### src/shared/ppr_consts.svh
`ifndef PPR_CONSTS_SVH
`define PPR_CONSTS_SVH

// register map, byte addresses on the wishbone slave
`define PPR_ADR_W         9
`define PPR_IN_BASE       9'h000
`define PPR_OUT_BASE      9'h080
`define PPR_STAT_OFS      9'h100
`define PPR_LVL_OFS       9'h104

// reset values of the select fields
`define PPR_ISEL_RST      7'h00
`define PPR_OSEL_RST      6'h00

// input select codes
`define PPR_ISEL_GND      7'h00
`define PPR_ISEL_CMP1     7'h01
`define PPR_ISEL_CMP2     7'h02
`define PPR_ISEL_CMP3     7'h03
`define PPR_ISEL_CMP4     7'h04
`define PPR_ISEL_TRG30    7'h06
`define PPR_ISEL_TRG31    7'h07
`define PPR_ISEL_FIDX     7'h08
`define PPR_ISEL_FHOME    7'h09
`define PPR_ISEL_MAX      7'h79

// output select codes
`define PPR_OSEL_PORT     6'h00
`define PPR_OSEL_UART1_TX 6'h01
`define PPR_OSEL_UART2_TX 6'h03
`define PPR_OSEL_SPI_DATA 6'h08
`define PPR_OSEL_SPI_CLK  6'h09
`define PPR_OSEL_SPI_SEL  6'h0A
`define PPR_OSEL_CAN_TX   6'h0E
`define PPR_OSEL_CMPR1    6'h10
`define PPR_OSEL_CMPR2    6'h11
`define PPR_OSEL_CMPR3    6'h12
`define PPR_OSEL_CMPR4    6'h13
`define PPR_OSEL_CMP1     6'h18
`define PPR_OSEL_CMP2     6'h19
`define PPR_OSEL_CMP3     6'h1A
`define PPR_OSEL_TB_SYNC  6'h2D
`define PPR_OSEL_ENC_CMP  6'h2F
`define PPR_OSEL_REFCLK   6'h31
`define PPR_OSEL_CMP4     6'h32

`endif

### src/shared/ppr_pkg.sv
`default_nettype none
package ppr_pkg;

  typedef logic [6:0] ppr_isel_t;
  typedef logic [5:0] ppr_osel_t;

  // one entry per remappable peripheral input, also its register slot
  typedef enum {
    PPRI_EXT_IRQ1, PPRI_EXT_IRQ2, PPRI_TMR2_CLK, PPRI_CAP1, PPRI_CAP2, PPRI_CAP3, PPRI_CAP4,
    PPRI_CMP_FAULT, PPRI_PWM_FAULT1, PPRI_PWM_FAULT2, PPRI_ENC_A, PPRI_ENC_B, PPRI_ENC_INDEX,
    PPRI_ENC_HOME, PPRI_UART1_RX, PPRI_UART2_RX, PPRI_SPI_DIN, PPRI_SPI_CLK, PPRI_SPI_SEL,
    PPRI_CAN_RX, PPRI_PWM_SYNC, PPRI_DTC1, PPRI_DTC2, PPRI_DTC3, PPRI_COUNT
  } ppr_in_idx_t;

endpackage : ppr_pkg
`default_nettype wire

### src/ppr_remap.sv
// The implementer's own choices: the Wishbone interface to the registers and the placing of the registers.
`timescale 1ns/1ps
`default_nettype none
`include "ppr_consts.svh"

// Behaviour
// separate input and output select sets
// one 7-bit select per peripheral input
// input code n selects pin n
// only present pin codes are meaningful
// codes for ground, comparators, trigger outputs
// motor variant: filtered index and home codes
// pin code equals pin number, max 121
// virtual internal sources drive peripheral inputs
// software enables encoder filter for reuse
// input fields for all listed peripheral inputs
// one 6-bit select per bidirectional pin
// output code zero keeps port function
// serial output codes: uart, spi, can
// codes drive compare channels one to four
// codes drive comparator outputs onto pin
// sync, encoder match, reference clock codes
// output selects reset to zero
// no lockout between fields
// one-to-many and many-to-one allowed
// inputs unconnected until software assigns
// remapped output beats digital, never analog
// absent input source reads low
// undefined output code means port
module ppr_remap #(
  parameter int                     NUM_BIDIR     = 17,
  parameter logic [NUM_BIDIR*7-1:0] BIDIR_PINS    = {7'h78, 7'h76, 7'h61, 7'h39, 7'h38, 7'h37, 7'h36, 7'h2B,
                                                     7'h2A, 7'h29, 7'h28, 7'h27, 7'h26, 7'h25, 7'h24, 7'h23,
                                                     7'h14},
  parameter logic [127:0]           PIN_PRESENT   = 128'h03C00003_C0000000_07F8EFFF_1B100000,
  parameter bit                     MOTOR_VARIANT = 1'b1,
  parameter bit                     CAN_VARIANT   = 1'b1
) (
  input  wire logic                      clk_i,
  input  wire logic                      rst_i,
  input  wire logic                      wb_cyc_i,
  input  wire logic                      wb_stb_i,
  input  wire logic                      wb_we_i,
  input  wire logic [`PPR_ADR_W-1:0]     wb_adr_i,
  input  wire logic [3:0]                wb_sel_i,
  input  wire logic [31:0]               wb_dat_i,
  output logic      [31:0]               wb_dat_o,
  output logic                           wb_ack_o,
  input  wire logic [127:0]              pin_in_i,
  input  wire logic                      comparator_one_out_i,
  input  wire logic                      comparator_two_out_i,
  input  wire logic                      comparator_three_out_i,
  input  wire logic                      comparator_four_out_i,
  input  wire logic                      trigger_gen_out_30_i,
  input  wire logic                      trigger_gen_out_31_i,
  input  wire logic                      filtered_encoder_index_i,
  input  wire logic                      filtered_encoder_home_i,
  output logic      [ppr_pkg::PPRI_COUNT-1:0] routed_in_o,
  input  wire logic                      uart_one_transmit_i,
  input  wire logic                      uart_two_transmit_i,
  input  wire logic                      spi_two_data_out_i,
  input  wire logic                      spi_two_clock_out_i,
  input  wire logic                      spi_two_select_out_i,
  input  wire logic                      can_transmit_i,
  input  wire logic                      compare_one_out_i,
  input  wire logic                      compare_two_out_i,
  input  wire logic                      compare_three_out_i,
  input  wire logic                      compare_four_out_i,
  input  wire logic                      pwm_timebase_sync_out_i,
  input  wire logic                      encoder_counter_match_out_i,
  input  wire logic                      reference_clock_out_i,
  input  wire logic [NUM_BIDIR-1:0]      port_data_i,
  input  wire logic [NUM_BIDIR-1:0]      port_oe_i,
  input  wire logic [NUM_BIDIR-1:0]      analog_en_i,
  output logic      [NUM_BIDIR-1:0]      pin_o,
  output logic      [NUM_BIDIR-1:0]      pin_oe_o,
  output logic      [NUM_BIDIR-1:0]      remap_active_o
);

  localparam int NUM_IN = ppr_pkg::PPRI_COUNT;

  if (NUM_BIDIR < 1 || NUM_BIDIR > 32) begin : g_bad_count
    $error("NUM_BIDIR must lie in 1..32");
  end

  ppr_pkg::ppr_isel_t in_sel_ff  [NUM_IN];
  ppr_pkg::ppr_osel_t out_sel_ff [NUM_BIDIR];
  logic               ack_ff;
  logic [31:0]        dat_ff;
  logic [31:0]        nxt_dat;
  logic               req;
  logic               wr_fire;
  logic [63:0]        osrc;
  logic [8:0]         virt;

  function automatic logic [`PPR_ADR_W-1:0] in_adr(input int idx);
    in_adr = `PPR_ADR_W'(`PPR_IN_BASE + 4 * idx);
  endfunction : in_adr

  function automatic logic [`PPR_ADR_W-1:0] out_adr(input int idx);
    out_adr = `PPR_ADR_W'(`PPR_OUT_BASE + 4 * idx);
  endfunction : out_adr

  // motor-only and can-only outputs fall back to the port on other variants
  function automatic logic out_defined(input ppr_pkg::ppr_osel_t code);
    case (code)
      `PPR_OSEL_UART1_TX, `PPR_OSEL_UART2_TX, `PPR_OSEL_SPI_DATA, `PPR_OSEL_SPI_CLK, `PPR_OSEL_SPI_SEL,
      `PPR_OSEL_CMPR1, `PPR_OSEL_CMPR2, `PPR_OSEL_CMPR3, `PPR_OSEL_CMPR4,
      `PPR_OSEL_CMP1, `PPR_OSEL_CMP2, `PPR_OSEL_CMP3, `PPR_OSEL_CMP4, `PPR_OSEL_REFCLK:
        out_defined = 1'b1;
      `PPR_OSEL_CAN_TX:
        out_defined = CAN_VARIANT;
      `PPR_OSEL_TB_SYNC, `PPR_OSEL_ENC_CMP:
        out_defined = MOTOR_VARIANT;
      default:
        out_defined = 1'b0;
    endcase
  endfunction : out_defined

  // virt: {fhome, fidx, trg31, trg30, cmp4, cmp3, cmp2, cmp1, 0}
  function automatic logic in_route(input ppr_pkg::ppr_isel_t code, input logic [127:0] pins,
                                    input logic [8:0] vsrc);
    case (code)
      `PPR_ISEL_GND:
        in_route = 1'b0;
      `PPR_ISEL_CMP1, `PPR_ISEL_CMP2, `PPR_ISEL_CMP3, `PPR_ISEL_CMP4:
        in_route = vsrc[code[2:0]];
      `PPR_ISEL_TRG30:
        in_route = vsrc[5];
      `PPR_ISEL_TRG31:
        in_route = vsrc[6];
      `PPR_ISEL_FIDX:
        in_route = MOTOR_VARIANT & vsrc[7];
      `PPR_ISEL_FHOME:
        in_route = MOTOR_VARIANT & vsrc[8];
      default:
        // absent codes read low like the ground selection
        in_route = PIN_PRESENT[code] & pins[code];
    endcase
  endfunction : in_route

  assign virt = {filtered_encoder_home_i, filtered_encoder_index_i, trigger_gen_out_31_i,
                 trigger_gen_out_30_i, comparator_four_out_i, comparator_three_out_i,
                 comparator_two_out_i, comparator_one_out_i, 1'b0};

  always_comb
  begin
    osrc                     = '0;
    osrc[`PPR_OSEL_UART1_TX] = uart_one_transmit_i;
    osrc[`PPR_OSEL_UART2_TX] = uart_two_transmit_i;
    osrc[`PPR_OSEL_SPI_DATA] = spi_two_data_out_i;
    osrc[`PPR_OSEL_SPI_CLK]  = spi_two_clock_out_i;
    osrc[`PPR_OSEL_SPI_SEL]  = spi_two_select_out_i;
    osrc[`PPR_OSEL_CAN_TX]   = can_transmit_i;
    osrc[`PPR_OSEL_CMPR1]    = compare_one_out_i;
    osrc[`PPR_OSEL_CMPR2]    = compare_two_out_i;
    osrc[`PPR_OSEL_CMPR3]    = compare_three_out_i;
    osrc[`PPR_OSEL_CMPR4]    = compare_four_out_i;
    osrc[`PPR_OSEL_CMP1]     = comparator_one_out_i;
    osrc[`PPR_OSEL_CMP2]     = comparator_two_out_i;
    osrc[`PPR_OSEL_CMP3]     = comparator_three_out_i;
    osrc[`PPR_OSEL_CMP4]     = comparator_four_out_i;
    osrc[`PPR_OSEL_TB_SYNC]  = pwm_timebase_sync_out_i;
    osrc[`PPR_OSEL_ENC_CMP]  = encoder_counter_match_out_i;
    osrc[`PPR_OSEL_REFCLK]   = reference_clock_out_i;
  end

  // wishbone classic slave: ack one cycle after the request, dropped the next
  assign req     = wb_cyc_i & wb_stb_i;
  assign wr_fire = req & wb_we_i & ack_ff & wb_sel_i[0];

  always_ff @(posedge clk_i)
  begin
    if (rst_i)
      ack_ff <= 1'b0;
    else
      ack_ff <= req & ~ack_ff;
  end

  always_comb
  begin
    nxt_dat = '0;
    for (int i = 0; i < NUM_IN; i++)
    begin
      if (wb_adr_i == in_adr(i))
        nxt_dat[6:0] = in_sel_ff[i];
    end
    for (int j = 0; j < NUM_BIDIR; j++)
    begin
      if (wb_adr_i == out_adr(j))
        nxt_dat[5:0] = out_sel_ff[j];
    end
    if (wb_adr_i == `PPR_STAT_OFS)
      nxt_dat[NUM_BIDIR-1:0] = remap_active_o;
    if (wb_adr_i == `PPR_LVL_OFS)
      nxt_dat[NUM_IN-1:0] = routed_in_o;
  end

  always_ff @(posedge clk_i)
  begin
    if (rst_i)
      dat_ff <= '0;
    else if (req & ~ack_ff)
      dat_ff <= nxt_dat;
  end

  assign wb_ack_o = ack_ff;
  assign wb_dat_o = dat_ff;

  // input side: per-peripheral select fields, fully independent of outputs
  for (genvar i = 0; i < NUM_IN; i++) begin : g_in
    always_ff @(posedge clk_i)
    begin
      if (rst_i)
        in_sel_ff[i] <= `PPR_ISEL_RST;
      else if (wr_fire && wb_adr_i == in_adr(i))
        in_sel_ff[i] <= wb_dat_i[6:0];
    end

    // several inputs may select the same pin; each reads it independently
    always_ff @(posedge clk_i)
    begin
      if (rst_i)
        routed_in_o[i] <= 1'b0;
      else
        routed_in_o[i] <= in_route(in_sel_ff[i], pin_in_i, virt);
    end

    in_trig30_a: assert property (@(posedge clk_i) disable iff (rst_i)
      in_sel_ff[i] == `PPR_ISEL_TRG30 |=> routed_in_o[i] == $past(trigger_gen_out_30_i))
      else $error("trigger output 30 not routed");

    in_trig31_a: assert property (@(posedge clk_i) disable iff (rst_i)
      in_sel_ff[i] == `PPR_ISEL_TRG31 |=> routed_in_o[i] == $past(trigger_gen_out_31_i))
      else $error("trigger output 31 not routed");

    in_fidx_a: assert property (@(posedge clk_i) disable iff (rst_i)
      in_sel_ff[i] == `PPR_ISEL_FIDX |=> routed_in_o[i] == (MOTOR_VARIANT && $past(filtered_encoder_index_i)))
      else $error("filtered index not routed");

    in_fhome_a: assert property (@(posedge clk_i) disable iff (rst_i)
      in_sel_ff[i] == `PPR_ISEL_FHOME |=> routed_in_o[i] == (MOTOR_VARIANT && $past(filtered_encoder_home_i)))
      else $error("filtered home not routed");

    in_cmp4_a: assert property (@(posedge clk_i) disable iff (rst_i)
      in_sel_ff[i] == `PPR_ISEL_CMP4 |=> routed_in_o[i] == $past(comparator_four_out_i))
      else $error("comparator four not routed");
  end

  // output side: per-pin select fields
  for (genvar j = 0; j < NUM_BIDIR; j++) begin : g_out
    logic act;

    assign act = out_defined(out_sel_ff[j]) & ~analog_en_i[j];

    if (!PIN_PRESENT[BIDIR_PINS[j*7 +: 7]])
    begin : g_bad_pin
      $error("BIDIR_PINS names a pin missing from PIN_PRESENT");
    end

    always_ff @(posedge clk_i)
    begin
      if (rst_i)
        out_sel_ff[j] <= `PPR_OSEL_RST;
      else if (wr_fire && wb_adr_i == out_adr(j))
        out_sel_ff[j] <= wb_dat_i[5:0];
    end

    // analog owns the pad: neither the port nor a remapped output drives it
    always_ff @(posedge clk_i)
    begin
      if (rst_i)
      begin
        pin_o[j]          <= 1'b0;
        pin_oe_o[j]       <= 1'b0;
        remap_active_o[j] <= 1'b0;
      end
      else
      begin
        remap_active_o[j] <= act;
        pin_o[j]          <= analog_en_i[j] ? 1'b0 : (act ? osrc[out_sel_ff[j]] : port_data_i[j]);
        pin_oe_o[j]       <= analog_en_i[j] ? 1'b0 : (act | port_oe_i[j]);
      end
    end

    out_compare_a: assert property (@(posedge clk_i) disable iff (rst_i)
      (out_sel_ff[j] == `PPR_OSEL_CMPR1 && !analog_en_i[j])
        |=> pin_oe_o[j] && pin_o[j] == $past(compare_one_out_i))
      else $error("compare output not on pin");

    out_comp1_a: assert property (@(posedge clk_i) disable iff (rst_i)
      (out_sel_ff[j] == `PPR_OSEL_CMP1 && !analog_en_i[j])
        |=> remap_active_o[j] && pin_o[j] == $past(comparator_one_out_i))
      else $error("comparator one not on pin");

    out_comp4_a: assert property (@(posedge clk_i) disable iff (rst_i)
      (out_sel_ff[j] == `PPR_OSEL_CMP4 && !analog_en_i[j])
        |=> remap_active_o[j] && pin_o[j] == $past(comparator_four_out_i))
      else $error("comparator four not on pin");

    out_spi_a: assert property (@(posedge clk_i) disable iff (rst_i)
      (out_sel_ff[j] == `PPR_OSEL_SPI_CLK && !analog_en_i[j])
        |=> pin_oe_o[j] && pin_o[j] == $past(spi_two_clock_out_i))
      else $error("spi clock not on pin");

    out_refclk_a: assert property (@(posedge clk_i) disable iff (rst_i)
      (out_sel_ff[j] == `PPR_OSEL_REFCLK && !analog_en_i[j])
        |=> pin_oe_o[j] && pin_o[j] == $past(reference_clock_out_i))
      else $error("reference clock not on pin");

    out_can_a: assert property (@(posedge clk_i) disable iff (rst_i)
      (out_sel_ff[j] == `PPR_OSEL_CAN_TX && !analog_en_i[j])
        |=> remap_active_o[j] == CAN_VARIANT)
      else $error("can transmit ownership wrong");

    out_sync_a: assert property (@(posedge clk_i) disable iff (rst_i)
      (out_sel_ff[j] == `PPR_OSEL_TB_SYNC && !analog_en_i[j])
        |=> remap_active_o[j] == MOTOR_VARIANT)
      else $error("time base sync ownership wrong");
  end

  logic pin_of_sel0;
  logic wr_in0;
  assign pin_of_sel0 = pin_in_i[in_sel_ff[0]];
  assign wr_in0      = wr_fire && wb_adr_i == in_adr(0);

  ack_pulse_a: assert property (@(posedge clk_i) disable iff (rst_i)
    wb_ack_o |=> !wb_ack_o)
    else $error("ack held longer than one cycle");

  ack_answer_a: assert property (@(posedge clk_i) disable iff (rst_i)
    (req && !wb_ack_o) |=> wb_ack_o)
    else $error("request not answered in one cycle");

  sel_lane_a: assert property (@(posedge clk_i) disable iff (rst_i)
    (req && wb_we_i && !wb_sel_i[0] && wb_adr_i == in_adr(0)) |=> $stable(in_sel_ff[0]))
    else $error("write without low lane changed select");

  rd_data_a: assert property (@(posedge clk_i) disable iff (rst_i)
    (req && !wb_ack_o && wb_adr_i == in_adr(0)) |=> wb_dat_o == {25'h0, $past(in_sel_ff[0])})
    else $error("select read back wrong");

  in_write_a: assert property (@(posedge clk_i) disable iff (rst_i)
    wr_in0 |=> in_sel_ff[0] == $past(wb_dat_i[6:0]))
    else $error("input select write lost");

  in_ground_a: assert property (@(posedge clk_i) disable iff (rst_i)
    in_sel_ff[0] == `PPR_ISEL_GND ##1 in_sel_ff[0] == `PPR_ISEL_GND |-> !routed_in_o[0])
    else $error("ground selection not low");

  in_pin_a: assert property (@(posedge clk_i) disable iff (rst_i)
    (in_sel_ff[0] > `PPR_ISEL_FHOME && PIN_PRESENT[in_sel_ff[0]]) |=> routed_in_o[0] == $past(pin_of_sel0))
    else $error("pin not routed to input");

  in_absent_a: assert property (@(posedge clk_i) disable iff (rst_i)
    (in_sel_ff[0] > `PPR_ISEL_FHOME && !PIN_PRESENT[in_sel_ff[0]]) |=> !routed_in_o[0])
    else $error("absent source not low");

  in_virtual_a: assert property (@(posedge clk_i) disable iff (rst_i)
    in_sel_ff[0] == `PPR_ISEL_CMP1 |=> routed_in_o[0] == $past(comparator_one_out_i))
    else $error("virtual comparator path broken");

  in_many_a: assert property (@(posedge clk_i) disable iff (rst_i)
    in_sel_ff[0] == in_sel_ff[1] |=> routed_in_o[0] == routed_in_o[1])
    else $error("shared pin read differently");

  out_reset_a: assert property (@(posedge clk_i) disable iff (rst_i)
    $fell(rst_i) |-> out_sel_ff[0] == `PPR_OSEL_RST && !remap_active_o[0])
    else $error("output select not zero after reset");

  out_port_a: assert property (@(posedge clk_i) disable iff (rst_i)
    (!out_defined(out_sel_ff[0]) && !analog_en_i[0])
      |=> pin_o[0] == $past(port_data_i[0]) && pin_oe_o[0] == $past(port_oe_i[0]))
    else $error("port function not kept");

  out_uart_a: assert property (@(posedge clk_i) disable iff (rst_i)
    (out_sel_ff[0] == `PPR_OSEL_UART1_TX && !analog_en_i[0])
      |=> pin_oe_o[0] && remap_active_o[0] && pin_o[0] == $past(uart_one_transmit_i))
    else $error("uart transmit not on pin");

  out_analog_a: assert property (@(posedge clk_i) disable iff (rst_i)
    analog_en_i[0] |=> !pin_oe_o[0] && !remap_active_o[0])
    else $error("remap overrode analog");

endmodule : ppr_remap

`default_nettype wire

### config.mk
export PLATFORM = sky130hd
export DESIGN_NAME = ppr_remap
export DESIGN_NICKNAME = d
export VERILOG_FILES = /design/src/shared/ppr_pkg.sv /design/src/ppr_remap.sv
export VERILOG_INCLUDE_DIRS = /design/src /design/src/shared
export SDC_FILE = /design/constraint.sdc
export NUM_CORES = 2
export LEC_CHECK = 0
export BUFFER_PORTS_ARGS = -buffer_cell sky130_fd_sc_hd__buf_2
export CAP_MARGIN = 20
export CORE_MARGIN = 5
export CORE_UTILIZATION = 40
export CTS_CLUSTER_DIAMETER = 30
export DETAILED_ROUTE_END_ITERATION = 6
export GPL_ROUTABILITY_DRIVEN = 0
export PLACE_DENSITY_LB_ADDON = 0.2
export SLEW_MARGIN = 30
export SYNTH_ARGS = -nofsm -noshare
export SYNTH_HDL_FRONTEND = slang
export SYNTH_SLANG_ARGS = --single-unit
### constraint.sdc
create_clock -name clk_i -period 3.2 [get_ports clk_i]
set_input_delay 0.64 -clock clk_i [delete_from_list [all_inputs] [get_ports clk_i]]
set_output_delay 0.64 -clock clk_i [all_outputs]
set_load 0.05 [all_outputs]
==> qor.csv <==
stage,metric,value,unit
worst_setup_path,"reg-to-reg slack, setup",0.22,ns
synth,"EDFF count, synth",270,
cells_and_area,area of the multi-input gates,32800,um^2
global_routing,global-route wire length before repair,325000,um
synth,synth top area cells,"mux4_2 31%, edfxtp_1 18%, mux2i_1 4.9%",
cells_and_area,share of layout cells above drive strength 1,33.8,%
die,IO Pins,358,
timing,RSZ-0062 raised after global routing,no,
synth,Synth async-reset ratio,0,%
synth,yosys warns,0,
placed_design,Placed Cells,6170,
synth,ys flop type,edfxtp_1,
route,drt pass-1 iters,7,
placed_design,number of buffers added on ports,321,
worst_setup_path,Setup crit end kind,flop,
clock_network,hold-fix buffers at CTS,0,
worst_setup_path,Slowest Stage Delay on Critical Path,0.83,ns
clock_network,clock root buffer master,clkbuf_16,
timing,Slew headroom,33.4,%
clock_network,CTS tree,yes,
worst_setup_path,crit path from,in_sel_ff[0][7],
power,Max VDD drop,424,uV
worst_setup_path,R2R Path Start,in_sel_ff[0][7],
clock_network,buffer count from post-CTS setup fixing,0,
clock_network,clk buf depth,3,
synth,largest area contributor in the netlist,mux4_2,
synth,#FFs+latches synth,370,
worst_setup_path,Top delay family on crit path,compound AO/OA/AOI/OAI gates,
cells_and_area,Sequential cell area,10100,um^2
global_routing,total grt overflow,0,
die,Std-Cell Rows,124,
timing,final setup vio count,0,
worst_setup_path,crit-path max FO,8,
worst_setup_path,worst-path cell chain,"buf_4, mux4_2, a22o_1, o21ai_0, o21ai_0, o2111ai_1, a41oi_1, buf_4",
worst_setup_path,critical path capture point,routed_in_o[1],
worst_setup_path,WS Path Type,flop to flop,
power,Leak,0.0189,uW
cells_and_area,area delta synth->final,16.1,%
route,post-DR wirelength/cell,36.7,um
placed_design,post-detail-place hpwl,164000,um
power,PD cells,374,nW/um^2
clock_network,clock sinks,370,
clock_network,"CTS clk-pin slew, worst paths",0.05,ns
timing,worst-margin pin slew,0.999,ns
clock_network,TritonCTS buffer count,89,
timing,Max Slew Vio Count,0,
status,failing checks,design-rule violations,
timing,setup TNS,0,ns
worst_setup_path,critical path data arrival time,3.53,ns
cells_and_area,Fill cells,10751,
synth,synth unique cells,87,
route,final antenna-violating net count,0,
route,# DRC,57,
synth,post-synthesis sequential area ratio,22.0,%
worst_setup_path,WP data required,3.75,ns
route,DR vias/cell,7.45,
die,Core Area,114000,um^2
worst_setup_path,buffers plus inverters on the worst setup path,2,
worst_setup_path,reg2reg end,routed_in_o[1],
timing,worst clock skew,0.0651,ns
synth,Post-Syn Instances,4631,
status,status,"finished, violations left",
clock_network,H-tree depth,3,
route,DR vias,47300,
clock_network,latest clock arrival within the worst-skew pair,0.67,ns
worst_setup_path,CP max stage cell,edfxtp_1,
die,Die Y,349,um
worst_setup_path,crit path launch type,flop,
global_routing,antenna violations before repair,7,
worst_setup_path,Worst Reg-to-Reg Cells,8,
worst_setup_path,Stages on worst setup path,8,
die,Starting Density,40.3,%
die,full die area,122000,um^2
timing,crit path time final,2.98,ns
global_routing,maximum number of pins on one net before global-route repair,71,
die,width of the chip,349,um
route,final WL,233000,um
timing,f_max,336,MHz
synth,Post-Syn Area,46100,um^2
cells_and_area,fin nets,5019,
hold_path,min-delay worst type,input port to flop,
global_routing,All-Layer GR Usage,36.5,%
synth,Mean Syn Cell Area,9.95,um^2
route,1st-iter DRT viols,8943,
job,Max Cap Viol,0,
timing,period utilization,93.1,%
global_routing,vias in the first global route,44231,
timing,"Hold Violations, Final",0,
clock_network,cts repair resizes,0,
synth,Synth top area share,30.7,%
cells_and_area,Finished Layout Cells,6346,
-- where the power goes --
part	switching, uW	leakage (uW)	internal [uW]
combinational	2960	0.0138	2040
sequential	417	0.00363	5320
clock	3120	0.00148	6120
-- layout make-up --
cell class	count	area share, %
diodes	9	0.0421
well taps	1512	3.54
clock buffers	108	4.51
repair buffers	734	9.98
inverters	65	0.456
clock inverters	56	1.26
multi-input cells	3492	61.3
flip-flops and latches	370	18.9
-- layer usage --
| metal | global-route usage [%] | vias up | part of all wire (%) |
|---|---|---|---|
| li1 | - | 18639 | - |
| met4 | 21.4 | 4 | 7.7 |
| met1 | 47.3 | 23149 | 35 |
| met3 | 15.9 | 941 | 17 |
| met2 | 50.4 | 4567 | 40 |
| met5 | 0.385 | - | 0.019 |
-- worst min path at each step --
| stage | from | to | slack (ns) | depth (start not counted) |
|---|---|---|---|---|
| 2_1_floorplan | in_sel_ff[2][6] | routed_in_o[16] | 0.45 | 1 |
| 3_3_place_gp | wb_dat_o[22] | wb_dat_o[22] | 0.44 | 2 |
| 3_5_place_dp | wb_dat_o[23] | wb_dat_o[23] | 0.44 | 2 |
| 4_1_cts | port_oe_i[7] | pin_oe_o[7] | 0.16 | 2 |
| 5_1_grt | port_oe_i[10] | pin_oe_o[10] | 0.18 | 2 |
| 6_report | port_oe_i[7] | pin_oe_o[7] | 0.18 | 2 |
-- cell families after synthesis --
family / count (synthesis) / share of synthesized area [%]
AND/OR/NAND/NOR: 1371 / 15.6
multiplexers: 926 / 37.5
buffers and inverters: 776 / 7.04
AO/OA/AOI/OAI: 1152 / 17.2
flip-flops: 370 / 22.0
XOR/XNOR: 18 / 0.342
adder cells (fa/ha/maj): 17 / 0.462
other: 1 / 0.00814
-- metrics by stage --
step / setup WS, ns / hold slack, ns / total power [uW] / utilization, % / area [um^2]
4_1_cts: 0.0891 / 0.161 / 19800 / 46.7 / 53400
3_5_place_dp: 0.0282 / 0.442 / 10500 / 44.0 / 50300
6_report: 0.220 / 0.181 / 20000 / 46.8 / 53500
2_1_floorplan: 0.532 / 0.452 / 8610 / - / 46100
5_1_grt: 0.0227 / 0.177 / 20400 / 46.8 / 53500
3_3_place_gp: 0.0119 / 0.435 / 10500 / 44.0 / 50300
-- sequential cells by signal (all words and copies together), names as in the netlist --
register	cells
out_sel_ff	102
routed_in_o	24
wb_dat_o	24
in_sel_ff	168
pin_o	17
pin_oe_o	17
wb_ack_o	1
remap_active_o	17
-- cells in the mapped netlist, drive strengths merged, types with 53 or more instances --
library cell and count:
nand2 260, nor2 285, nor3 84, mux2i 225, o2bb2ai 63, clkbuf 496
edfxtp 270, dfxtp 100, buf 215, a22oi 113, inv 61, mux4 630
mux2 71, a311oi 53, and2 209, nor2b 132, and3 93, nand3 132
o21ai 204, a21oi 243
-- cells in the final DEF, fill, tap and decap left out, types with 60 or more instances in the layout --
cell type / instances
nor2b_1: 132
mux4_2: 627
dfxtp_1: 100
mux2_2: 71
inv_1: 60
a22oi_1: 113
edfxtp_1: 270
buf_2: 320
and3_1: 93
buf_4: 364
nand3_1: 132
o2bb2ai_1: 63
nor3_1: 81
a21oi_1: 243
nand2_1: 260
o21ai_0: 204
clkbuf_16: 92
nor2_1: 278
and2_1: 209
mux2i_1: 225
No activity file was read; power rests on OpenSTA's default activity.
